==> config.mk <==
export PLATFORM = sky130hd
export DESIGN_NAME = mcit_instr_decoder
export DESIGN_NICKNAME = d
export VERILOG_FILES = /design/src/design/mcit_step_counter.v /design/src/design/mcit_target_calc.v /design/src/design/mcit_instr_decoder.v
export VERILOG_INCLUDE_DIRS = /design/src /design/src/design
export SDC_FILE = /design/constraint.sdc
export NUM_CORES = 1
export LEC_CHECK = 0
export ABC_CLOCK_PERIOD_IN_PS = 7080
export BUFFER_PORTS_ARGS = -buffer_cell sky130_fd_sc_hd__buf_4
export CAP_MARGIN = 10
export CORE_ASPECT_RATIO = 2
export CORE_MARGIN = 10
export CORE_UTILIZATION = 52
export DETAILED_ROUTE_END_ITERATION = 10
export PLACE_DENSITY = 0.77
export SLEW_MARGIN = 20
export SYNTH_ARGS = -nofsm -noshare
export SYNTH_HDL_FRONTEND = slang
export SYNTH_SLANG_ARGS = --single-unit
==> constraint.sdc <==
create_clock -name clock -period 7.08 [get_ports clock]
set_input_delay 0 -clock clock [delete_from_list [all_inputs] [get_ports clock]]
set_output_delay 0 -clock clock [all_outputs]
set_load 0.05 [all_outputs]
==> src/design/mcit_consts.vh <==
`ifndef MCIT_CONSTS_VH
`define MCIT_CONSTS_VH

// ********************************
// Reset values and field positions
// ********************************
`define MCIT_PC_RESET      16'h0000
`define MCIT_BYTE_RESET    8'h00
`define MCIT_SFR_BIT       7
`define MCIT_PAGE_LSB      11
`define MCIT_DJNZ_LAST     8'h01

// ********************************
// Instruction lengths and base cycles
// ********************************
`define MCIT_LEN1          2'h1
`define MCIT_LEN2          2'h2
`define MCIT_LEN3          2'h3
`define MCIT_CYC1          3'h1
`define MCIT_CYC2          3'h2
`define MCIT_CYC3          3'h3
`define MCIT_CYC4          3'h4
`define MCIT_STEP0         3'h0
`define MCIT_STEP1         3'h1
`define MCIT_STEP2         3'h2

// ********************************
// Instruction classes
// ********************************
`define MCIT_CLS_PLAIN     4'h0
`define MCIT_CLS_CONDFLAG  4'h1
`define MCIT_CLS_CONDBIT   4'h2
`define MCIT_CLS_CJNE      4'h3
`define MCIT_CLS_DJNZ      4'h4
`define MCIT_CLS_SJMP      4'h5
`define MCIT_CLS_PAGEJMP   4'h6
`define MCIT_CLS_PAGECALL  4'h7
`define MCIT_CLS_LONGJMP   4'h8
`define MCIT_CLS_LONGCALL  4'h9
`define MCIT_CLS_JIND      4'hA
`define MCIT_CLS_MOVC      4'hB
`define MCIT_CLS_MOVX      4'hC
`define MCIT_CLS_LDDP      4'hD
`define MCIT_CLS_FOREIGN   4'hE

// ********************************
// Opcodes and opcode patterns
// ********************************
`define MCIT_OP_NOP        8'h00
`define MCIT_OP_SPARE      8'hA5
`define MCIT_OP_CLR_A      8'hE4
`define MCIT_OP_CPL_A      8'hF4
`define MCIT_OP_ROT_L      8'h23
`define MCIT_OP_ROT_LC     8'h33
`define MCIT_OP_ROT_R      8'h03
`define MCIT_OP_ROT_RC     8'h13
`define MCIT_OP_SWAP       8'hC4
`define MCIT_OP_XRL_DIMM   8'h63
`define MCIT_OP_MOV_A_RN   8'b1110_1???
`define MCIT_OP_MOV_RN_A   8'b1111_1???
`define MCIT_OP_XCH_RN     8'b1100_1???
`define MCIT_OP_MOV_RN_D   8'b1010_1???
`define MCIT_OP_MOV_RN_I   8'b0111_1???
`define MCIT_OP_MOV_D_RN   8'b1000_1???
`define MCIT_OP_CJNE_RN    8'b1011_1???
`define MCIT_OP_DJNZ_RN    8'b1101_1???
`define MCIT_OP_MOV_A_RI   8'b1110_011?
`define MCIT_OP_MOV_RI_A   8'b1111_011?
`define MCIT_OP_XCH_RI     8'b1100_011?
`define MCIT_OP_XCHD_RI    8'b1101_011?
`define MCIT_OP_MOV_D_RI   8'b1000_011?
`define MCIT_OP_MOV_RI_D   8'b1010_011?
`define MCIT_OP_MOV_RI_I   8'b0111_011?
`define MCIT_OP_CJNE_RI    8'b1011_011?
`define MCIT_OP_AJMP       8'b???0_0001
`define MCIT_OP_ACALL      8'b???1_0001
`define MCIT_OP_MOVX       8'b111?_00??
`define MCIT_OP_MOV_A_D    8'hE5
`define MCIT_OP_MOV_A_I    8'h74
`define MCIT_OP_MOV_D_A    8'hF5
`define MCIT_OP_MOV_D_D    8'h85
`define MCIT_OP_MOV_D_I    8'h75
`define MCIT_OP_MOV_DP     8'h90
`define MCIT_OP_MOVC_DP    8'h93
`define MCIT_OP_MOVC_PC    8'h83
`define MCIT_OP_PUSH       8'hC0
`define MCIT_OP_POP        8'hD0
`define MCIT_OP_XCH_D      8'hC5
`define MCIT_OP_CLR_C      8'hC3
`define MCIT_OP_SETB_C     8'hD3
`define MCIT_OP_CPL_C      8'hB3
`define MCIT_OP_CLR_B      8'hC2
`define MCIT_OP_SETB_B     8'hD2
`define MCIT_OP_CPL_B      8'hB2
`define MCIT_OP_ANL_CB     8'h82
`define MCIT_OP_ANL_CNB    8'hB0
`define MCIT_OP_ORL_CB     8'h72
`define MCIT_OP_ORL_CNB    8'hA0
`define MCIT_OP_MOV_CB     8'hA2
`define MCIT_OP_MOV_BC     8'h92
`define MCIT_OP_JC         8'h40
`define MCIT_OP_JNC        8'h50
`define MCIT_OP_JZ         8'h60
`define MCIT_OP_JNZ        8'h70
`define MCIT_OP_JB         8'h20
`define MCIT_OP_JNB        8'h30
`define MCIT_OP_JBC        8'h10
`define MCIT_OP_LCALL      8'h12
`define MCIT_OP_LJMP       8'h02
`define MCIT_OP_SJMP       8'h80
`define MCIT_OP_JMP_IND    8'h73
`define MCIT_OP_CJNE_AD    8'hB5
`define MCIT_OP_CJNE_AI    8'hB4
`define MCIT_OP_DJNZ_D     8'hD5

`endif

==> src/design/mcit_step_counter.v <==
`include "mcit_consts.vh"

module mcit_step_counter #(
	parameter STEP_W = 3
) (
	// Clock and reset
	input  wire              clock,
	input  wire              rst_n,
	// Control
	input  wire              clear,
	input  wire              advance,
	// Cycle index within the instruction
	output reg  [STEP_W-1:0] step
);

	// Clear wins so a finishing instruction always restarts at its opcode
	always @(posedge clock) begin
		if (!rst_n) begin
			step <= {STEP_W{1'b0}};
		end else if (clear) begin
			step <= {STEP_W{1'b0}};
		end else if (advance) begin
			step <= step + {{(STEP_W-1){1'b0}}, 1'b1};
		end
	end

endmodule

==> src/design/mcit_target_calc.v <==
`include "mcit_consts.vh"

module mcit_target_calc (
	// Instruction context
	input  wire [15:0] nextAddr,
	input  wire [7:0]  opcode,
	input  wire [7:0]  relByte,
	input  wire [7:0]  byte1,
	input  wire [7:0]  byte2,
	// Core state
	input  wire [7:0]  accIn,
	input  wire [15:0] dataPointerIn,
	// Targets
	output wire [15:0] relTarget,
	output wire [15:0] pageTarget,
	output wire [15:0] longTarget,
	output wire [15:0] indTarget
);

	// Signed offset from the byte after the whole instruction
	assign relTarget  = nextAddr + {{8{relByte[7]}}, relByte};
	// Page stays that of the following instruction, wrap included
	assign pageTarget = {nextAddr[15:`MCIT_PAGE_LSB], opcode[7:5], byte1};
	assign longTarget = {byte1, byte2};
	assign indTarget  = dataPointerIn + {8'h00, accIn};

endmodule

==> src/design/mcit_instr_decoder.v <==
// Summary of operation
// - Accumulator clear/complement/swap/rotates: one byte, cycle
// - XOR immediate into direct byte: three/three
// - Register moves 1, indirect 2, immediate/direct 2/2
// - Direct-to-direct and immediate-to-direct moves: three/three
// - Data pointer constant load: three bytes, cycles
// - Code byte read at A plus base: 1/3
// - External data moves: one byte, three cycles
// - Push and pop direct byte: two/two
// - Exchanges: register 1, indirect 2, direct 2/2
// - Carry ops one cycle, direct bit ops 2/2
// - Carry/zero conditional jumps: two bytes, 2/3
// - Bit jumps 3/4; set-bit variant clears bit
// - Absolute, long, short, indirect jump timings fixed
// - Compare-jump three bytes; 4/5 or 3/4 cycles
// - Decrement-jump: register 2/3, direct byte 3/4
// - Spare opcode behaves as one-cycle no-operation
// - Relative target: next address plus signed offset
// - Direct address low half RAM, upper special
// - Page target replaces low 11 address bits
// - Long target: full sixteen-bit program address
// - Untaken conditional branch finishes one cycle sooner
// - Bank select picks eight-byte register group
`include "mcit_consts.vh"

module mcit_instr_decoder #(
	parameter PC_W = 16
) (
	// Clock and reset
	input  wire            clock,
	input  wire            rst_n,
	// Run control
	input  wire            execEnable,
	// Program memory, combinational read
	output wire [PC_W-1:0] codeAddr,
	input  wire [7:0]      codeData,
	// Core state, same clock
	input  wire [7:0]      accIn,
	input  wire            carryIn,
	input  wire            bitValueIn,
	input  wire [7:0]      operandIn,
	input  wire [15:0]     dataPointerIn,
	input  wire [7:0]      indirectPointerIn,
	input  wire [1:0]      registerBankSelect,
	// Instruction completion
	output reg             instrDone,
	output reg  [7:0]      instrOpcode,
	output reg  [1:0]      instrLength,
	output reg  [2:0]      instrCycles,
	output reg             branchTaken,
	output reg             foreignOp,
	output reg  [PC_W-1:0] programCounter,
	// Operand addressing
	output reg  [7:0]      operandByte1,
	output reg  [7:0]      operandByte2,
	output reg             directIsSfr,
	output reg             secondDirectIsSfr,
	output reg  [7:0]      bankRegisterAddr,
	output reg             indirectSel,
	// Side effects, pulses or held values set with instrDone
	output reg             bitClearReq,
	output reg             cjneBorrow,
	output reg             dataPointerLoad,
	output reg  [15:0]     dataPointerValue,
	output reg             codeByteLoad,
	output reg  [7:0]      codeByte,
	output reg             callPush,
	output reg  [PC_W-1:0] returnAddr,
	output reg             extDataReq,
	output reg             extWrite,
	output reg  [15:0]     extAddr
);

	// ********************************
	// Decode table
	// ********************************
	function [8:0] decodeOp;
		input [7:0] op;
		begin
			decodeOp = {`MCIT_LEN1, `MCIT_CYC1, `MCIT_CLS_FOREIGN};
			casez (op)
				`MCIT_OP_NOP, `MCIT_OP_SPARE:
					decodeOp = {`MCIT_LEN1, `MCIT_CYC1, `MCIT_CLS_PLAIN};
				`MCIT_OP_CLR_A, `MCIT_OP_CPL_A, `MCIT_OP_SWAP,
				`MCIT_OP_ROT_L, `MCIT_OP_ROT_LC, `MCIT_OP_ROT_R, `MCIT_OP_ROT_RC:
					decodeOp = {`MCIT_LEN1, `MCIT_CYC1, `MCIT_CLS_PLAIN};
				`MCIT_OP_XRL_DIMM:
					decodeOp = {`MCIT_LEN3, `MCIT_CYC3, `MCIT_CLS_PLAIN};
				`MCIT_OP_MOV_A_RN, `MCIT_OP_MOV_RN_A:
					decodeOp = {`MCIT_LEN1, `MCIT_CYC1, `MCIT_CLS_PLAIN};
				`MCIT_OP_MOV_A_RI, `MCIT_OP_MOV_RI_A:
					decodeOp = {`MCIT_LEN1, `MCIT_CYC2, `MCIT_CLS_PLAIN};
				`MCIT_OP_MOV_A_D, `MCIT_OP_MOV_A_I, `MCIT_OP_MOV_RN_D, `MCIT_OP_MOV_RN_I,
				`MCIT_OP_MOV_D_A, `MCIT_OP_MOV_D_RN, `MCIT_OP_MOV_D_RI,
				`MCIT_OP_MOV_RI_D, `MCIT_OP_MOV_RI_I:
					decodeOp = {`MCIT_LEN2, `MCIT_CYC2, `MCIT_CLS_PLAIN};
				`MCIT_OP_MOV_D_D, `MCIT_OP_MOV_D_I:
					decodeOp = {`MCIT_LEN3, `MCIT_CYC3, `MCIT_CLS_PLAIN};
				`MCIT_OP_MOV_DP:
					decodeOp = {`MCIT_LEN3, `MCIT_CYC3, `MCIT_CLS_LDDP};
				`MCIT_OP_MOVC_DP, `MCIT_OP_MOVC_PC:
					decodeOp = {`MCIT_LEN1, `MCIT_CYC3, `MCIT_CLS_MOVC};
				`MCIT_OP_AJMP:
					decodeOp = {`MCIT_LEN2, `MCIT_CYC3, `MCIT_CLS_PAGEJMP};
				`MCIT_OP_ACALL:
					decodeOp = {`MCIT_LEN2, `MCIT_CYC3, `MCIT_CLS_PAGECALL};
				`MCIT_OP_MOVX:
					decodeOp = {`MCIT_LEN1, `MCIT_CYC3, `MCIT_CLS_MOVX};
				`MCIT_OP_PUSH, `MCIT_OP_POP:
					decodeOp = {`MCIT_LEN2, `MCIT_CYC2, `MCIT_CLS_PLAIN};
				`MCIT_OP_XCH_RN:
					decodeOp = {`MCIT_LEN1, `MCIT_CYC1, `MCIT_CLS_PLAIN};
				`MCIT_OP_XCH_RI, `MCIT_OP_XCHD_RI:
					decodeOp = {`MCIT_LEN1, `MCIT_CYC2, `MCIT_CLS_PLAIN};
				`MCIT_OP_XCH_D:
					decodeOp = {`MCIT_LEN2, `MCIT_CYC2, `MCIT_CLS_PLAIN};
				`MCIT_OP_CLR_C, `MCIT_OP_SETB_C, `MCIT_OP_CPL_C:
					decodeOp = {`MCIT_LEN1, `MCIT_CYC1, `MCIT_CLS_PLAIN};
				`MCIT_OP_CLR_B, `MCIT_OP_SETB_B, `MCIT_OP_CPL_B, `MCIT_OP_ANL_CB,
				`MCIT_OP_ANL_CNB, `MCIT_OP_ORL_CB, `MCIT_OP_ORL_CNB,
				`MCIT_OP_MOV_CB, `MCIT_OP_MOV_BC:
					decodeOp = {`MCIT_LEN2, `MCIT_CYC2, `MCIT_CLS_PLAIN};
				`MCIT_OP_JC, `MCIT_OP_JNC, `MCIT_OP_JZ, `MCIT_OP_JNZ:
					decodeOp = {`MCIT_LEN2, `MCIT_CYC2, `MCIT_CLS_CONDFLAG};
				`MCIT_OP_JB, `MCIT_OP_JNB, `MCIT_OP_JBC:
					decodeOp = {`MCIT_LEN3, `MCIT_CYC3, `MCIT_CLS_CONDBIT};
				`MCIT_OP_LJMP:
					decodeOp = {`MCIT_LEN3, `MCIT_CYC4, `MCIT_CLS_LONGJMP};
				`MCIT_OP_LCALL:
					decodeOp = {`MCIT_LEN3, `MCIT_CYC4, `MCIT_CLS_LONGCALL};
				`MCIT_OP_SJMP:
					decodeOp = {`MCIT_LEN2, `MCIT_CYC3, `MCIT_CLS_SJMP};
				`MCIT_OP_JMP_IND:
					decodeOp = {`MCIT_LEN1, `MCIT_CYC3, `MCIT_CLS_JIND};
				`MCIT_OP_CJNE_AD, `MCIT_OP_CJNE_RI:
					decodeOp = {`MCIT_LEN3, `MCIT_CYC4, `MCIT_CLS_CJNE};
				`MCIT_OP_CJNE_AI, `MCIT_OP_CJNE_RN:
					decodeOp = {`MCIT_LEN3, `MCIT_CYC3, `MCIT_CLS_CJNE};
				`MCIT_OP_DJNZ_RN:
					decodeOp = {`MCIT_LEN2, `MCIT_CYC2, `MCIT_CLS_DJNZ};
				`MCIT_OP_DJNZ_D:
					decodeOp = {`MCIT_LEN3, `MCIT_CYC3, `MCIT_CLS_DJNZ};
				default:
					decodeOp = {`MCIT_LEN1, `MCIT_CYC1, `MCIT_CLS_FOREIGN};
			endcase
		end
	endfunction

	// ********************************
	// Sequencer state
	// ********************************
	localparam ST_IDLE = 1'b0;
	localparam ST_RUN  = 1'b1;

	reg            state_q;
	reg  [PC_W-1:0] base_q;
	reg  [PC_W-1:0] pc_q;
	reg  [7:0]      op_q;
	reg  [7:0]      b1_q;
	reg  [7:0]      b2_q;
	reg             ext_q;
	reg  [7:0]      movc_q;
	wire [2:0]      step;
	wire [1:0]      lenNow;
	wire [2:0]      cycNow;
	wire [3:0]      clsNow;
	wire [7:0]      opNow;
	wire [7:0]      byte1;
	wire [7:0]      byte2;
	wire [PC_W-1:0] nextAddr;
	wire [15:0]     relTarget;
	wire [15:0]     pageTarget;
	wire [15:0]     longTarget;
	wire [15:0]     indTarget;
	wire            running;
	wire            isCond;
	wire            lastBase;
	wire            fetching;
	wire            isMovcRead;
	wire [15:0]     movcAddr;
	wire [7:0]      cmpLeft;
	wire [7:0]      cmpRight;
	reg             condTrue;
	reg  [PC_W-1:0] newPc_d;
	wire            finish;
	wire            extend;

	assign running  = (state_q == ST_RUN) && execEnable;
	assign opNow    = (step == `MCIT_STEP0) ? codeData : op_q;
	assign {lenNow, cycNow, clsNow} = decodeOp(opNow);
	// Operand bytes are live from memory during their own fetch cycle
	assign byte1    = (step == `MCIT_STEP1) ? codeData : b1_q;
	assign byte2    = (step == `MCIT_STEP2) ? codeData : b2_q;
	assign nextAddr = base_q + {{(PC_W-2){1'b0}}, lenNow};
	assign fetching = running && (step < {1'b0, lenNow});

	assign movcAddr   = (opNow == `MCIT_OP_MOVC_DP) ? indTarget :
	                    (nextAddr + {8'h00, accIn});
	assign isMovcRead = running && (clsNow == `MCIT_CLS_MOVC) && (step == `MCIT_STEP1);
	// Address mux only; the array behind it is outside this block
	assign codeAddr   = isMovcRead ? movcAddr : pc_q;

	// ********************************
	// Branch conditions
	// ********************************
	assign isCond = (clsNow == `MCIT_CLS_CONDFLAG) || (clsNow == `MCIT_CLS_CONDBIT) ||
	                (clsNow == `MCIT_CLS_CJNE) || (clsNow == `MCIT_CLS_DJNZ);
	assign cmpLeft  = (opNow == `MCIT_OP_CJNE_AD) ? accIn :
	                  (opNow == `MCIT_OP_CJNE_AI) ? accIn : operandIn;
	assign cmpRight = (opNow == `MCIT_OP_CJNE_AD) ? operandIn : byte1;

	always @* begin
		condTrue = 1'b0;
		case (clsNow)
			`MCIT_CLS_CONDFLAG: begin
				case (opNow)
					`MCIT_OP_JC:  condTrue = carryIn;
					`MCIT_OP_JNC: condTrue = ~carryIn;
					`MCIT_OP_JZ:  condTrue = (accIn == `MCIT_BYTE_RESET);
					default:      condTrue = (accIn != `MCIT_BYTE_RESET);
				endcase
			end
			`MCIT_CLS_CONDBIT:
				condTrue = (opNow == `MCIT_OP_JNB) ? ~bitValueIn : bitValueIn;
			`MCIT_CLS_CJNE:
				condTrue = (cmpLeft != cmpRight);
			`MCIT_CLS_DJNZ:
				condTrue = (operandIn != `MCIT_DJNZ_LAST);
			default:
				condTrue = 1'b0;
		endcase
	end

	// Untaken branch ends on its base count, taken adds one cycle
	assign lastBase = running && !ext_q && (step == (cycNow - `MCIT_CYC1));
	assign extend   = lastBase && isCond && condTrue;
	assign finish   = (lastBase && !extend) || (running && ext_q);

	always @* begin
		newPc_d = nextAddr;
		case (clsNow)
			`MCIT_CLS_CONDFLAG, `MCIT_CLS_DJNZ, `MCIT_CLS_CONDBIT, `MCIT_CLS_CJNE: begin
				if (ext_q) begin
					newPc_d = relTarget;
				end
			end
			`MCIT_CLS_SJMP:                          newPc_d = relTarget;
			`MCIT_CLS_PAGEJMP, `MCIT_CLS_PAGECALL:   newPc_d = pageTarget;
			`MCIT_CLS_LONGJMP, `MCIT_CLS_LONGCALL:   newPc_d = longTarget;
			`MCIT_CLS_JIND:                          newPc_d = indTarget;
			default:                                 newPc_d = nextAddr;
		endcase
	end

	// ********************************
	// Submodules
	// ********************************
	mcit_step_counter #(
		.STEP_W (3)
	) mcit_step_counter_i (
		.clock   (clock),
		.rst_n   (rst_n),
		.clear   (finish),
		.advance (running),
		.step    (step)
	);

	mcit_target_calc mcit_target_calc_i (
		.nextAddr      (nextAddr),
		.opcode        (opNow),
		.relByte       ((lenNow == `MCIT_LEN2) ? byte1 : byte2),
		.byte1         (byte1),
		.byte2         (byte2),
		.accIn         (accIn),
		.dataPointerIn (dataPointerIn),
		.relTarget     (relTarget),
		.pageTarget    (pageTarget),
		.longTarget    (longTarget),
		.indTarget     (indTarget)
	);

	// ********************************
	// Sequencer
	// ********************************
	always @(posedge clock) begin
		if (!rst_n) begin
			state_q <= ST_IDLE;
			base_q  <= `MCIT_PC_RESET;
			pc_q    <= `MCIT_PC_RESET;
			op_q    <= `MCIT_BYTE_RESET;
			b1_q    <= `MCIT_BYTE_RESET;
			b2_q    <= `MCIT_BYTE_RESET;
			ext_q   <= 1'b0;
			movc_q  <= `MCIT_BYTE_RESET;
		end else begin
			state_q <= ST_RUN;
			if (running) begin
				if (step == `MCIT_STEP0) begin
					op_q <= codeData;
				end
				if (step == `MCIT_STEP1) begin
					b1_q <= codeData;
				end
				if (step == `MCIT_STEP2) begin
					b2_q <= codeData;
				end
				if (isMovcRead) begin
					movc_q <= codeData;
				end
				if (fetching) begin
					pc_q <= pc_q + {{(PC_W-1){1'b0}}, 1'b1};
				end
				if (extend) begin
					ext_q <= 1'b1;
				end
				if (finish) begin
					ext_q  <= 1'b0;
					pc_q   <= newPc_d;
					base_q <= newPc_d;
				end
			end
		end
	end

	// ********************************
	// Operand addressing outputs
	// ********************************
	always @(posedge clock) begin
		if (!rst_n) begin
			operandByte1      <= `MCIT_BYTE_RESET;
			operandByte2      <= `MCIT_BYTE_RESET;
			directIsSfr       <= 1'b0;
			secondDirectIsSfr <= 1'b0;
			bankRegisterAddr  <= `MCIT_BYTE_RESET;
			indirectSel       <= 1'b0;
		end else if (running) begin
			if (step == `MCIT_STEP0) begin
				indirectSel <= codeData[0];
				// Register forms use three index bits, pointer forms one
				if (codeData[3]) begin
					bankRegisterAddr <= {3'h0, registerBankSelect, codeData[2:0]};
				end else begin
					bankRegisterAddr <= {3'h0, registerBankSelect, 2'h0, codeData[0]};
				end
			end
			if (step == `MCIT_STEP1) begin
				operandByte1 <= codeData;
				directIsSfr  <= codeData[`MCIT_SFR_BIT];
			end
			if (step == `MCIT_STEP2) begin
				operandByte2      <= codeData;
				secondDirectIsSfr <= codeData[`MCIT_SFR_BIT];
			end
		end
	end

	// ********************************
	// Completion and side effects
	// ********************************
	always @(posedge clock) begin
		if (!rst_n) begin
			instrDone        <= 1'b0;
			instrOpcode      <= `MCIT_BYTE_RESET;
			instrLength      <= 2'h0;
			instrCycles      <= 3'h0;
			branchTaken      <= 1'b0;
			foreignOp        <= 1'b0;
			programCounter   <= `MCIT_PC_RESET;
			bitClearReq      <= 1'b0;
			cjneBorrow       <= 1'b0;
			dataPointerLoad  <= 1'b0;
			dataPointerValue <= 16'h0000;
			codeByteLoad     <= 1'b0;
			codeByte         <= `MCIT_BYTE_RESET;
			callPush         <= 1'b0;
			returnAddr       <= `MCIT_PC_RESET;
			extDataReq       <= 1'b0;
			extWrite         <= 1'b0;
			extAddr          <= 16'h0000;
		end else begin
			instrDone       <= finish;
			bitClearReq     <= finish && ext_q && (opNow == `MCIT_OP_JBC);
			dataPointerLoad <= finish && (clsNow == `MCIT_CLS_LDDP);
			codeByteLoad    <= finish && (clsNow == `MCIT_CLS_MOVC);
			callPush        <= finish && ((clsNow == `MCIT_CLS_PAGECALL) ||
			                              (clsNow == `MCIT_CLS_LONGCALL));
			extDataReq      <= finish && (clsNow == `MCIT_CLS_MOVX);
			if (finish) begin
				instrOpcode      <= opNow;
				instrLength      <= lenNow;
				instrCycles      <= ext_q ? (cycNow + `MCIT_CYC1) : cycNow;
				branchTaken      <= ext_q || (newPc_d != nextAddr);
				foreignOp        <= (clsNow == `MCIT_CLS_FOREIGN);
				programCounter   <= newPc_d;
				cjneBorrow       <= (cmpLeft < cmpRight);
				dataPointerValue <= {byte1, byte2};
				codeByte         <= movc_q;
				returnAddr       <= nextAddr;
				extWrite         <= opNow[4];
				// Pointer forms carry an 8-bit address, pointer-register data below
				extAddr          <= opNow[1] ? {8'h00, indirectPointerIn} : dataPointerIn;
			end
		end
	end

endmodule

Word level (Yosys, flattened, before mapping):

Index checks and enable logic that the tools add are counted.

* flip-flop bits (word level): 188
* bits of input ports: 55
* output and inout port bits: 138

* add/subtract/negate cells: 8
* magnitude comparators: 2
* equal/unequal tests: 86
* muxes and demuxes: 24
* bitwise operators: 3
* reduce and logical (&&, ||, !) cells: 53

Operators with widths (count)
* $eq 8x8->1 const B: 28
* $pmux 9 s14: 1
* $mux 16: 6
* $pmux 16 s5: 1
* $eq 8x7->1 const B: 9
* $pmux 9 s8: 1
* $mux 8: 7
* $eq 7x7->1 const B: 7
* $eq 5x5->1 const B: 9
* $add 16x8->16: 2
* $eq 8x6->1 const B: 4
* $eq 4x4->1 const B: 7
* $eq 8x5->1 const B: 3
* $add 16x1->16 const B: 1
* $add 16x16->16: 1
* $add 16x2->16: 1
* $eq 4x3->1 const B: 4
* $eq 8x2->1 const B: 2
* $logic_and 1x1->1: 16
* $logic_not 8->1: 2
* $ne 16x16->1: 1
* $reduce_or 2->1: 8
* $reduce_and 2->1: 7
* $reduce_or 12->1: 1
* 29 further kinds: 47

Longest topological paths before layout:

Gate-level depths: netlist (run 1).

* depth after elaboration: 17
* depth in mapped cells: 36
* mapped depth without buffers: 32

By module:

From an unflattened synthesis (run 1), not the netlist that was laid out.

* cell total of the unflattened synthesis: 1688
* area, all modules: 13082.5 um2

By module, submodules not included
* mcit_instr_decoder: instances 1, cells an instance 1481, area an instance 11516.0 um2
* mcit_target_calc: instances 1, cells an instance 195, area an instance 1438.9 um2
* mcit_step_counter: instances 1, cells an instance 12, area an instance 127.6 um2

Worst setup path after synthesis (run 1):

OpenSTA, ideal clock, no wires.

* kind: reg-to-reg
* from: register mcit_step_counter_i.step[0]
* to: register branchTaken
* data arrival time: 6.741 ns
* required time: 6.961 ns
* slack: 0.220 ns
* cell stages (with the launch flop): 31
* buffers on the path: 3
* period minus slack after synthesis: 6.860 ns
* path through: dfxtp_1 inv_1 ha_1 nand2b_1 buf_6 buf_6 buf_6 mux2_4 and2_1 a32oi_1 and4b_1 nand3_1 o21ai_4 inv_2 ha_1 inv_1 fa_1 inv_1 ha_1 a21oi_1 nor2b_1 o31a_1 o41ai_1 nor2_1 a311oi_4 o211ai_1 or3_1 nand3_1 mux2i_1 nand4b_1 o221a_1

RTL lines
* start, declared: RTL line mcit_step_counter.v:13 `output reg [STEP_W-1:0] step`
* start signal, assigned: RTL line mcit_step_counter.v:19 `step <= {STEP_W{1'b0}};`
* start signal, assigned: RTL line mcit_step_counter.v:21 `step <= {STEP_W{1'b0}};`
* start signal, assigned: RTL line mcit_step_counter.v:23 `step <= step + {{(STEP_W-1){1'b0}}, 1'b1};`
* $logic_not 3->1 (no line) (*)
* $mux 8 (*)
* $eq 8x8->1, or another cell as far along: RTL line mcit_instr_decoder.v:81 `casez (op)`
* $reduce_or 12->1 (no line), or another cell as far along
* $pmux 9 s14: RTL line mcit_instr_decoder.v:81
* $pmux 9 s8 (*): RTL line mcit_instr_decoder.v:81
* named net lenNow[0]: RTL line mcit_instr_decoder.v:164 `wire [1:0] lenNow;`
* $add 16x2->16 (*): RTL line mcit_instr_decoder.v:194 `assign nextAddr = base_q + {{(PC_W-2){1'b0}}, lenNow};`
* named net mcit_target_calc_i.nextAddr[1]: RTL line mcit_target_calc.v:5 `input wire [15:0] nextAddr,`
* $add 16x16->16: RTL line mcit_target_calc.v:21 `assign relTarget = nextAddr + {{8{relByte[7]}}, relByte};`
* $mux 16: RTL line mcit_instr_decoder.v:243 `if (ext_q) begin`
* $pmux 16 s5: RTL line mcit_instr_decoder.v:241 `case (clsNow)`
* $ne 16x16->1 (*): RTL line mcit_instr_decoder.v:392 `branchTaken <= ext_q || (newPc_d != nextAddr);`
* $logic_or 1x1->1 (*): RTL line mcit_instr_decoder.v:392
* end signal, assigned: RTL line mcit_instr_decoder.v:392
* end, declared: RTL line mcit_instr_decoder.v:50 `output reg branchTaken,`

The timed path passes the listed nets; every way through them passes the cells marked *.
A chain may end at the register's enable or synchronous reset.

Final worst setup path (run 1):

* from: register mcit_step_counter_i.step[1]
* to: register extAddr[6]

* longest elaborated chain between the ends: 15

Ends and longest elaborated chain
* branches (longest 15 deep; another with $sub 3x1->3)
* end signal, assigned: RTL line mcit_instr_decoder.v:401 `extAddr <= opNow[1] ? {8'h00, indirectPointerIn} : dataPointerIn;`
* end, declared: RTL line mcit_instr_decoder.v:71 `output reg [15:0] extAddr`

Parallel ways; which one is timed is not known.

==> metrics, run 1 <==
Vias 14,000; maxcap violations 0; number of distinct library cells after synthesis 91; CORE AREA 23,100 µm²; Logic pwr share 0.546; EDFF count, synth 0; Sw Share 0.469; Clk Latency, worst-skew pair 460 ps; Commonest cells post-synth nand2_1, dfxtp_1, nor2_1; Static Leak 0.00663 µW; Hold Startpoint execEnable; post-DR wirelength/cell 26.0 µm; cell count of the worst reg-to-reg path 20; Final Hold Vio Count 0; CTS H-Tree Depth 4; Vias/cell 6.37; Synth Instances 1,597; fill cell count 1,919; final worst path period need 6940 ps; element type at the critical path end register; peak supply drop 0.000266 V; P per Cell Area 314 nW/µm²; Die Height 236 µm; worst reg2reg path endpoint extAddr[6]$_SDFFE_PN0N_; WHS 160 ps; setup TNS 0 ps; critical path arrival 7330 ps; Worst Tran Pin Value 908 ps; Sequential Power Share 0.260; fmax 0.144 GHz; initial antenna violation count 3; asr flop ratio synth 0; Crit Path Category reg -> reg; post-detailed-route count of antenna-violating nets 0; I/O Buffers 189; CTS Buffer Depth 2; pin count of the biggest net entering global routing 87; Sink Count 184; synthesized area 12,100 µm²; placed inst area 14,700 µm²; DR pass1 iterations 5; CP Launch Type register; gpl congestion 1.08; post-synthesis sequential area ratio 0.304; fraction of layout cells with a size suffix above 1 0.240; #FFs+latches synth 184; placed wire-length estimate 43.9 mm; Reg2Reg Launch Point mcit_step_counter_i.step[1]$_SDFFE_PP0P_; First DRT Iteration DRCs 1,232; top-count cell post-synth nand2_1; row cnt 79; Final Cycle Share 0.980; setup violators final 0; vias in the first global route 14,200; Initial Util 0.524; max_slew headroom 0.378; cts bufs inserted 17; DRT Wirelength 57.0 mm; global-route wire length before repair 83.9 mm; synth warn 0; root buffer cell clkbuf_16; DIE WIDTH 128 µm; hold crit path type in -> reg; Required @ worst endpoint 7470 ps; die area 30,200 µm²; Tot Pwr 4980 µW; Synth Flop Type dfxtp_1; area fraction of the dominant cell type after synthesis 0.304; Remaining DRCs 0; post-route cell area 15,800 µm²; internal power 2640 µW; status finished clean; clock-pin transition on the worst setup and hold timing paths 70 ps; WHS Endpoint mcit_step_counter_i.step[1]$_SDFFE_PP0P_; reg-to-reg slack, setup 140 ps; top cells by area, synth dfxtp_1, nand2_1, a21oi_1; Avg Cell Area, Syn 7.59 µm²; Net Switching 2340 µW; All-Layer GR Usage 0.366; Clk pwr share 0.195; # IOs 193; grt ovf 0; worst-path fanout max 82; cell accounting for the most synthesized area dfxtp_1; Final nets 2,002; fin. max-slew vios 0; TritonCTS clock tree built; P&R area growth vs syn 30.5%; Hold Path Cell Cnt 4; clk_skew 11.3 ps
worst max-delay path, stage by stage, from the launching register on:
cell           delay, ps
dfxtp_1              320
inv_1                130
ha_4                 190
nor4b_1              710
a31oi_4              130
nand2_1              110
o2111ai_1            100
a221o_1              450
buf_4                180
or4_1                680
ha_1                 510
xnor2_1              180
or4_1                500
nor2_1               120
mux2i_1              210
o41ai_4              530
buf_12               380
buf_6                360
nor2_1                90
a311oi_1             280
dlygate4sd3_1        640
cells by family after synthesis:
| family | after synthesis | synth area share |
|---|---|---|
| buffers and inverters | 142 | 0.0490 |
| adder cells (fa/ha/maj) | 53 | 0.0569 |
| XOR/XNOR | 72 | 0.0520 |
| multiplexers | 61 | 0.0522 |
| AO/OA/AOI/OAI | 443 | 0.242 |
| AND/OR/NAND/NOR | 641 | 0.243 |
| other | 1 | 0.000309 |
| flip-flops | 184 | 0.304 |
worst max-delay path by stage:
stage | start | to | slack (ps) | depth (start not counted)
2_1_floorplan | mcit_step_counter_i.step[0]$_SDFFE_PP0P_ | branchTaken$_SDFFE_PN0N_ | 220 | 30
3_3_place_gp | mcit_step_counter_i.step[0]$_SDFFE_PP0P_ | branchTaken$_SDFFE_PN0N_ | 100 | 29
4_1_cts | mcit_step_counter_i.step[0]$_SDFFE_PP0P_ | branchTaken$_SDFFE_PN0N_ | 20 | 32
6_report | mcit_step_counter_i.step[1]$_SDFFE_PP0P_ | extAddr[6]$_SDFFE_PN0N_ | 140 | 20
3_5_place_dp | mcit_step_counter_i.step[0]$_SDFFE_PP0P_ | branchTaken$_SDFFE_PN0N_ | -40 | 29
5_1_grt | mcit_step_counter_i.step[1]$_SDFFE_PP0P_ | pc_q[10]$_SDFFE_PN0P_ | -40 | 31
routing by layer:
layer | vias to the layer above | track usage | share of wire
met5 | - | 0 | 0.00021
met4 | 2 | 0.344 | 0.11
met3 | 343 | 0.0858 | 0.065
met2 | 754 | 0.656 | 0.52
met1 | 6557 | 0.319 | 0.30
li1 | 6320 | - | -
power groups by stage:
stage | combinational, µW | clock (µW) | sequential (µW)
after floorplan | 1300 | 0 | 1600
after global placement | 2530 | 0 | 1300
after detailed placement | 2560 | 0 | 1310
after CTS | 2600 | 976 | 1280
after global routing | 2860 | 1010 | 1310
final | 2710 | 970 | 1290
cell usage in the layout, fill, tap and decap left out, types with 14 or more instances in the layout:
cell,Yosys,final
buf_4,9,337
nand2_1,249,249
dfxtp_1,184,183
nor2_1,181,180
a21oi_1,146,144
o21ai_0,66,64
ha_1,48,46
nand3_1,46,44
mux2i_1,46,44
a211oi_1,46,43
xnor2_1,39,38
inv_1,38,35
dlygate4sd3_1,0,35
xor2_1,33,31
nor3_1,29,27
o21a_1,22,22
and3_1,17,17
clkbuf_16,0,17
a31oi_1,17,15
o22ai_1,15,15
nand2b_1,16,14
mux2_2,14,14
sequential cells by signal (all words and copies together), names as in the netlist, 2 cells and up:
name / flops
b1_q: 8
b2_q: 8
bankRegisterAddr: 5
base_q: 16
codeByte: 8
dataPointerValue: 16
extAddr: 16
instrCycles: 3
instrLength: 2
instrOpcode: 8
mcit_step_counter_i.step: 3
movc_q: 8
op_q: 8
operandByte1: 8
operandByte2: 8
pc_q: 16
programCounter: 16
returnAddr: 16
metrics by stage:
stage,util,setup slack (ps),cells
final,0.684,143,2193
after global routing,0.684,-42.6,2193
after CTS,0.675,21.5,2190
after detailed placement,0.635,-35.9,2123
after global placement,0.635,95.9,2123
after floorplan,-,220,1599
cell type report:
| class | instances | area [µm²] | share of cell area |
|---|---|---|---|
| antenna | 2 | 5.00 | 0.000316 |
| tap | 283 | 354 | 0.0224 |
| clock inverter | 15 | 161 | 0.0102 |
| inverter | 41 | 156 | 0.00988 |
| clock buffer | 17 | 425 | 0.0269 |
| timing repair buffer | 378 | 2980 | 0.188 |
| sequential | 184 | 3680 | 0.233 |
| multi-input combinational | 1273 | 8070 | 0.510 |
timing repair:
| action | in CTS | in global routing |
|---|---|---|
| setup buffers | 0 | 1 |
| hold buffers | 35 | 0 |
| pin swaps | 0 | 6 |
| endpoints found under the hold margin | 79 | 0 |
| endpoints found under the setup margin | 2 | 41 |
| gates resized for setup | 1 | 39 |
(Power assumes the default switching activity.)
==> run 2, diff against run 1 <==
--- a/config.mk
+++ b/config.mk
@@ -6,6 +6,7 @@
 export SDC_FILE = /design/constraint.sdc
 export NUM_CORES = 1
 export LEC_CHECK = 0
+export ABC_AREA = 1
 export ABC_CLOCK_PERIOD_IN_PS = 7080
 export BUFFER_PORTS_ARGS = -buffer_cell sky130_fd_sc_hd__buf_4
 export CAP_MARGIN = 10
==> metrics, run 2 <==
worst-path fanout max 7; Inserted Diodes 0; I/O Buffers 189; CORE AREA 22,600 µm²; Worst Tran Pin Value 973 ps; P per Cell Area 315 nW/µm²; most frequent cells in the layout nand2_1, buf_4, dfxtp_1; Die Height 234 µm; Synth Flop Type dfxtp_1; First DRT Iteration DRCs 1,027; initial antenna violation count 1; post-synthesis sequential area ratio 0.308; clock-pin transition on the worst setup and hold timing paths 80 ps; final worst path period need 6440 ps; DRT Wirelength 46.7 mm; peak supply drop 0.000314 V; CTS Buffer Depth 2; hold crit path type in -> reg; number of distinct library cells after synthesis 64; maxcap violations 0; grt ovf 0; # IOs 193; Vias/cell 5.82; max_slew headroom 0.351; cell count of the worst reg-to-reg path 40; root buffer cell clkbuf_16; WHS 54.7 ps; setup TNS 0 ps; Crit Path Category reg -> out; Clk Latency, worst-skew pair 470 ps; Final Hold Vio Count 0; reg-to-reg slack, setup 1010 ps; area fraction of the dominant cell type after synthesis 0.308; post-DR wirelength/cell 20.7 µm; cts bufs inserted 17; fin. max-slew vios 0; #FFs+latches synth 184; Final Non-Filler Cells 2,256; Inst Count DP 2,187; DIE WIDTH 127 µm; slowest stage delay, CP 370 ps; Synth Instances 1,736; Avg Cell Area, Syn 6.89 µm²; placed inst area 13,700 µm²; fmax 0.155 GHz; DR pass1 iterations 6; clk_skew 14.1 ps; die area 29,800 µm²; CP top delay family simple AND/OR/NAND/NOR gates; CP Launch Type register; synth warn 0; WP depth 38; most used cell, CP nand2_1; asr flop ratio synth 0; synthesized area 12,000 µm²; fraction of layout cells with a size suffix above 1 0.208; Final nets 2,070; element type at the critical path end primary output; WP buf/inv 7; P&R area growth vs syn 24.2%; EDFF count, synth 0; placed wire-length estimate 36.5 mm; All-Layer GR Usage 0.308; row cnt 78; Final Cycle Share 0.910; Sink Count 184; pin count of the biggest net entering global routing 64; cell accounting for the most synthesized area dfxtp_1; Final Util 0.656; top cells by area, synth dfxtp_1, nand2_1, a21oi_1; Required @ worst endpoint 7080 ps; TritonCTS clock tree built; slowest CP cell ha_1; Commonest cells post-synth nand2_1, dfxtp_1, inv_1; critical path arrival 6440 ps; vias in the first global route 12,900; Static Leak 0.00682 µW; setup violators final 0; post-route cell area 14,900 µm²; Vias 13,100; CTS H-Tree Depth 4; status finished clean; post-detailed-route count of antenna-violating nets 0; Hold Path Cell Cnt 4; top-count cell post-synth nand2_1; gpl congestion 1.03; commonest non-fill, non-tap cell in the layout nand2_1; global-route wire length before repair 72.0 mm; Remaining DRCs 0; Initial Util 0.528; fill cell count 2,075
-- run 2: cell count changes after synthesis, sizes merged, moves of 42 or more --
cell	change
clkbuf	-42
nor2	-49
nand2	+207
o21ai	+112
nand3	+48
inv	+155
-- run 2: what timing repair did --
item | CTS | global route
hold endpoints to repair | 75 | 0
gates resized for setup | 0 | 26
setup buffers | 0 | 1
hold buffers | 36 | 0
endpoints found under the setup margin | 0 | 12
-- run 2: path summary, 6_finish.rpt --
check | from | endpoint
max | mcit_step_counter_i.step[1]$_SDFFE_PP0P_ | codeAddr[12]
min | execEnable | mcit_step_counter_i.step[0]$_SDFFE_PP0P_
max reg2reg | mcit_step_counter_i.step[1]$_SDFFE_PP0P_ | pc_q[15]$_SDFFE_PN0P_
min reg2reg | movc_q[0]$_SDFFE_PN0P_ | movc_q[0]$_SDFFE_PN0P_
-- run 2: worst reg2reg max path, delay by kind of cell (launching register included) --
kind / cells / cell delay, ps
simple gates: 24 / 3030
compound gates: 6 / 930
fa+ha+maj: 3 / 830
buf+inv: 6 / 570
flops: 1 / 360
xor+xnor: 1 / 250
-- run 2: cells by family after synthesis --
group	Yosys count	synth area share
and+or+nand+nor	747	0.291
AOI/OAI and AO/OA	416	0.196
buffers and inverters	270	0.0973
DFF	184	0.308
adders and majority gates	52	0.0569
xor gates and xnor gates	51	0.0374
muxes	15	0.0129
other	1	0.000314
-- run 2: cell type report --
class / instances / area [µm²] / area share
Multi-Input combinational cell: 1284 / 7220 / 0.486
Clock buffer: 18 / 439 / 0.0296
Clock inverter: 14 / 226 / 0.0152
Inverter: 197 / 747 / 0.0503
Sequential cell: 184 / 3690 / 0.248
Timing Repair Buffer: 279 / 2180 / 0.147
Tap cell: 280 / 350 / 0.0236
-- run 2: report_power, final --
part / internal [µW] / switching, µW / total [µW]
combinational: 739 / 1630 / 2370
sequential: 1150 / 80.3 / 1230
clock: 589 / 484 / 1070
-- run 2: per-layer routing --
metal / track usage / part of all wire
met4: 0.209 / 0.069
met5: 0 / 0.000021
met3: 0.0597 / 0.070
met1: 0.335 / 0.37
met2: 0.529 / 0.49
-- run 2: per-stage QoR --
step	power [µW]	setup slack [ps]
2_1_floorplan	2830	1010
3_3_place_gp	3510	636
3_5_place_dp	3530	565
4_1_cts	4630	43.0
5_1_grt	4920	-28.7
6_report	4680	639
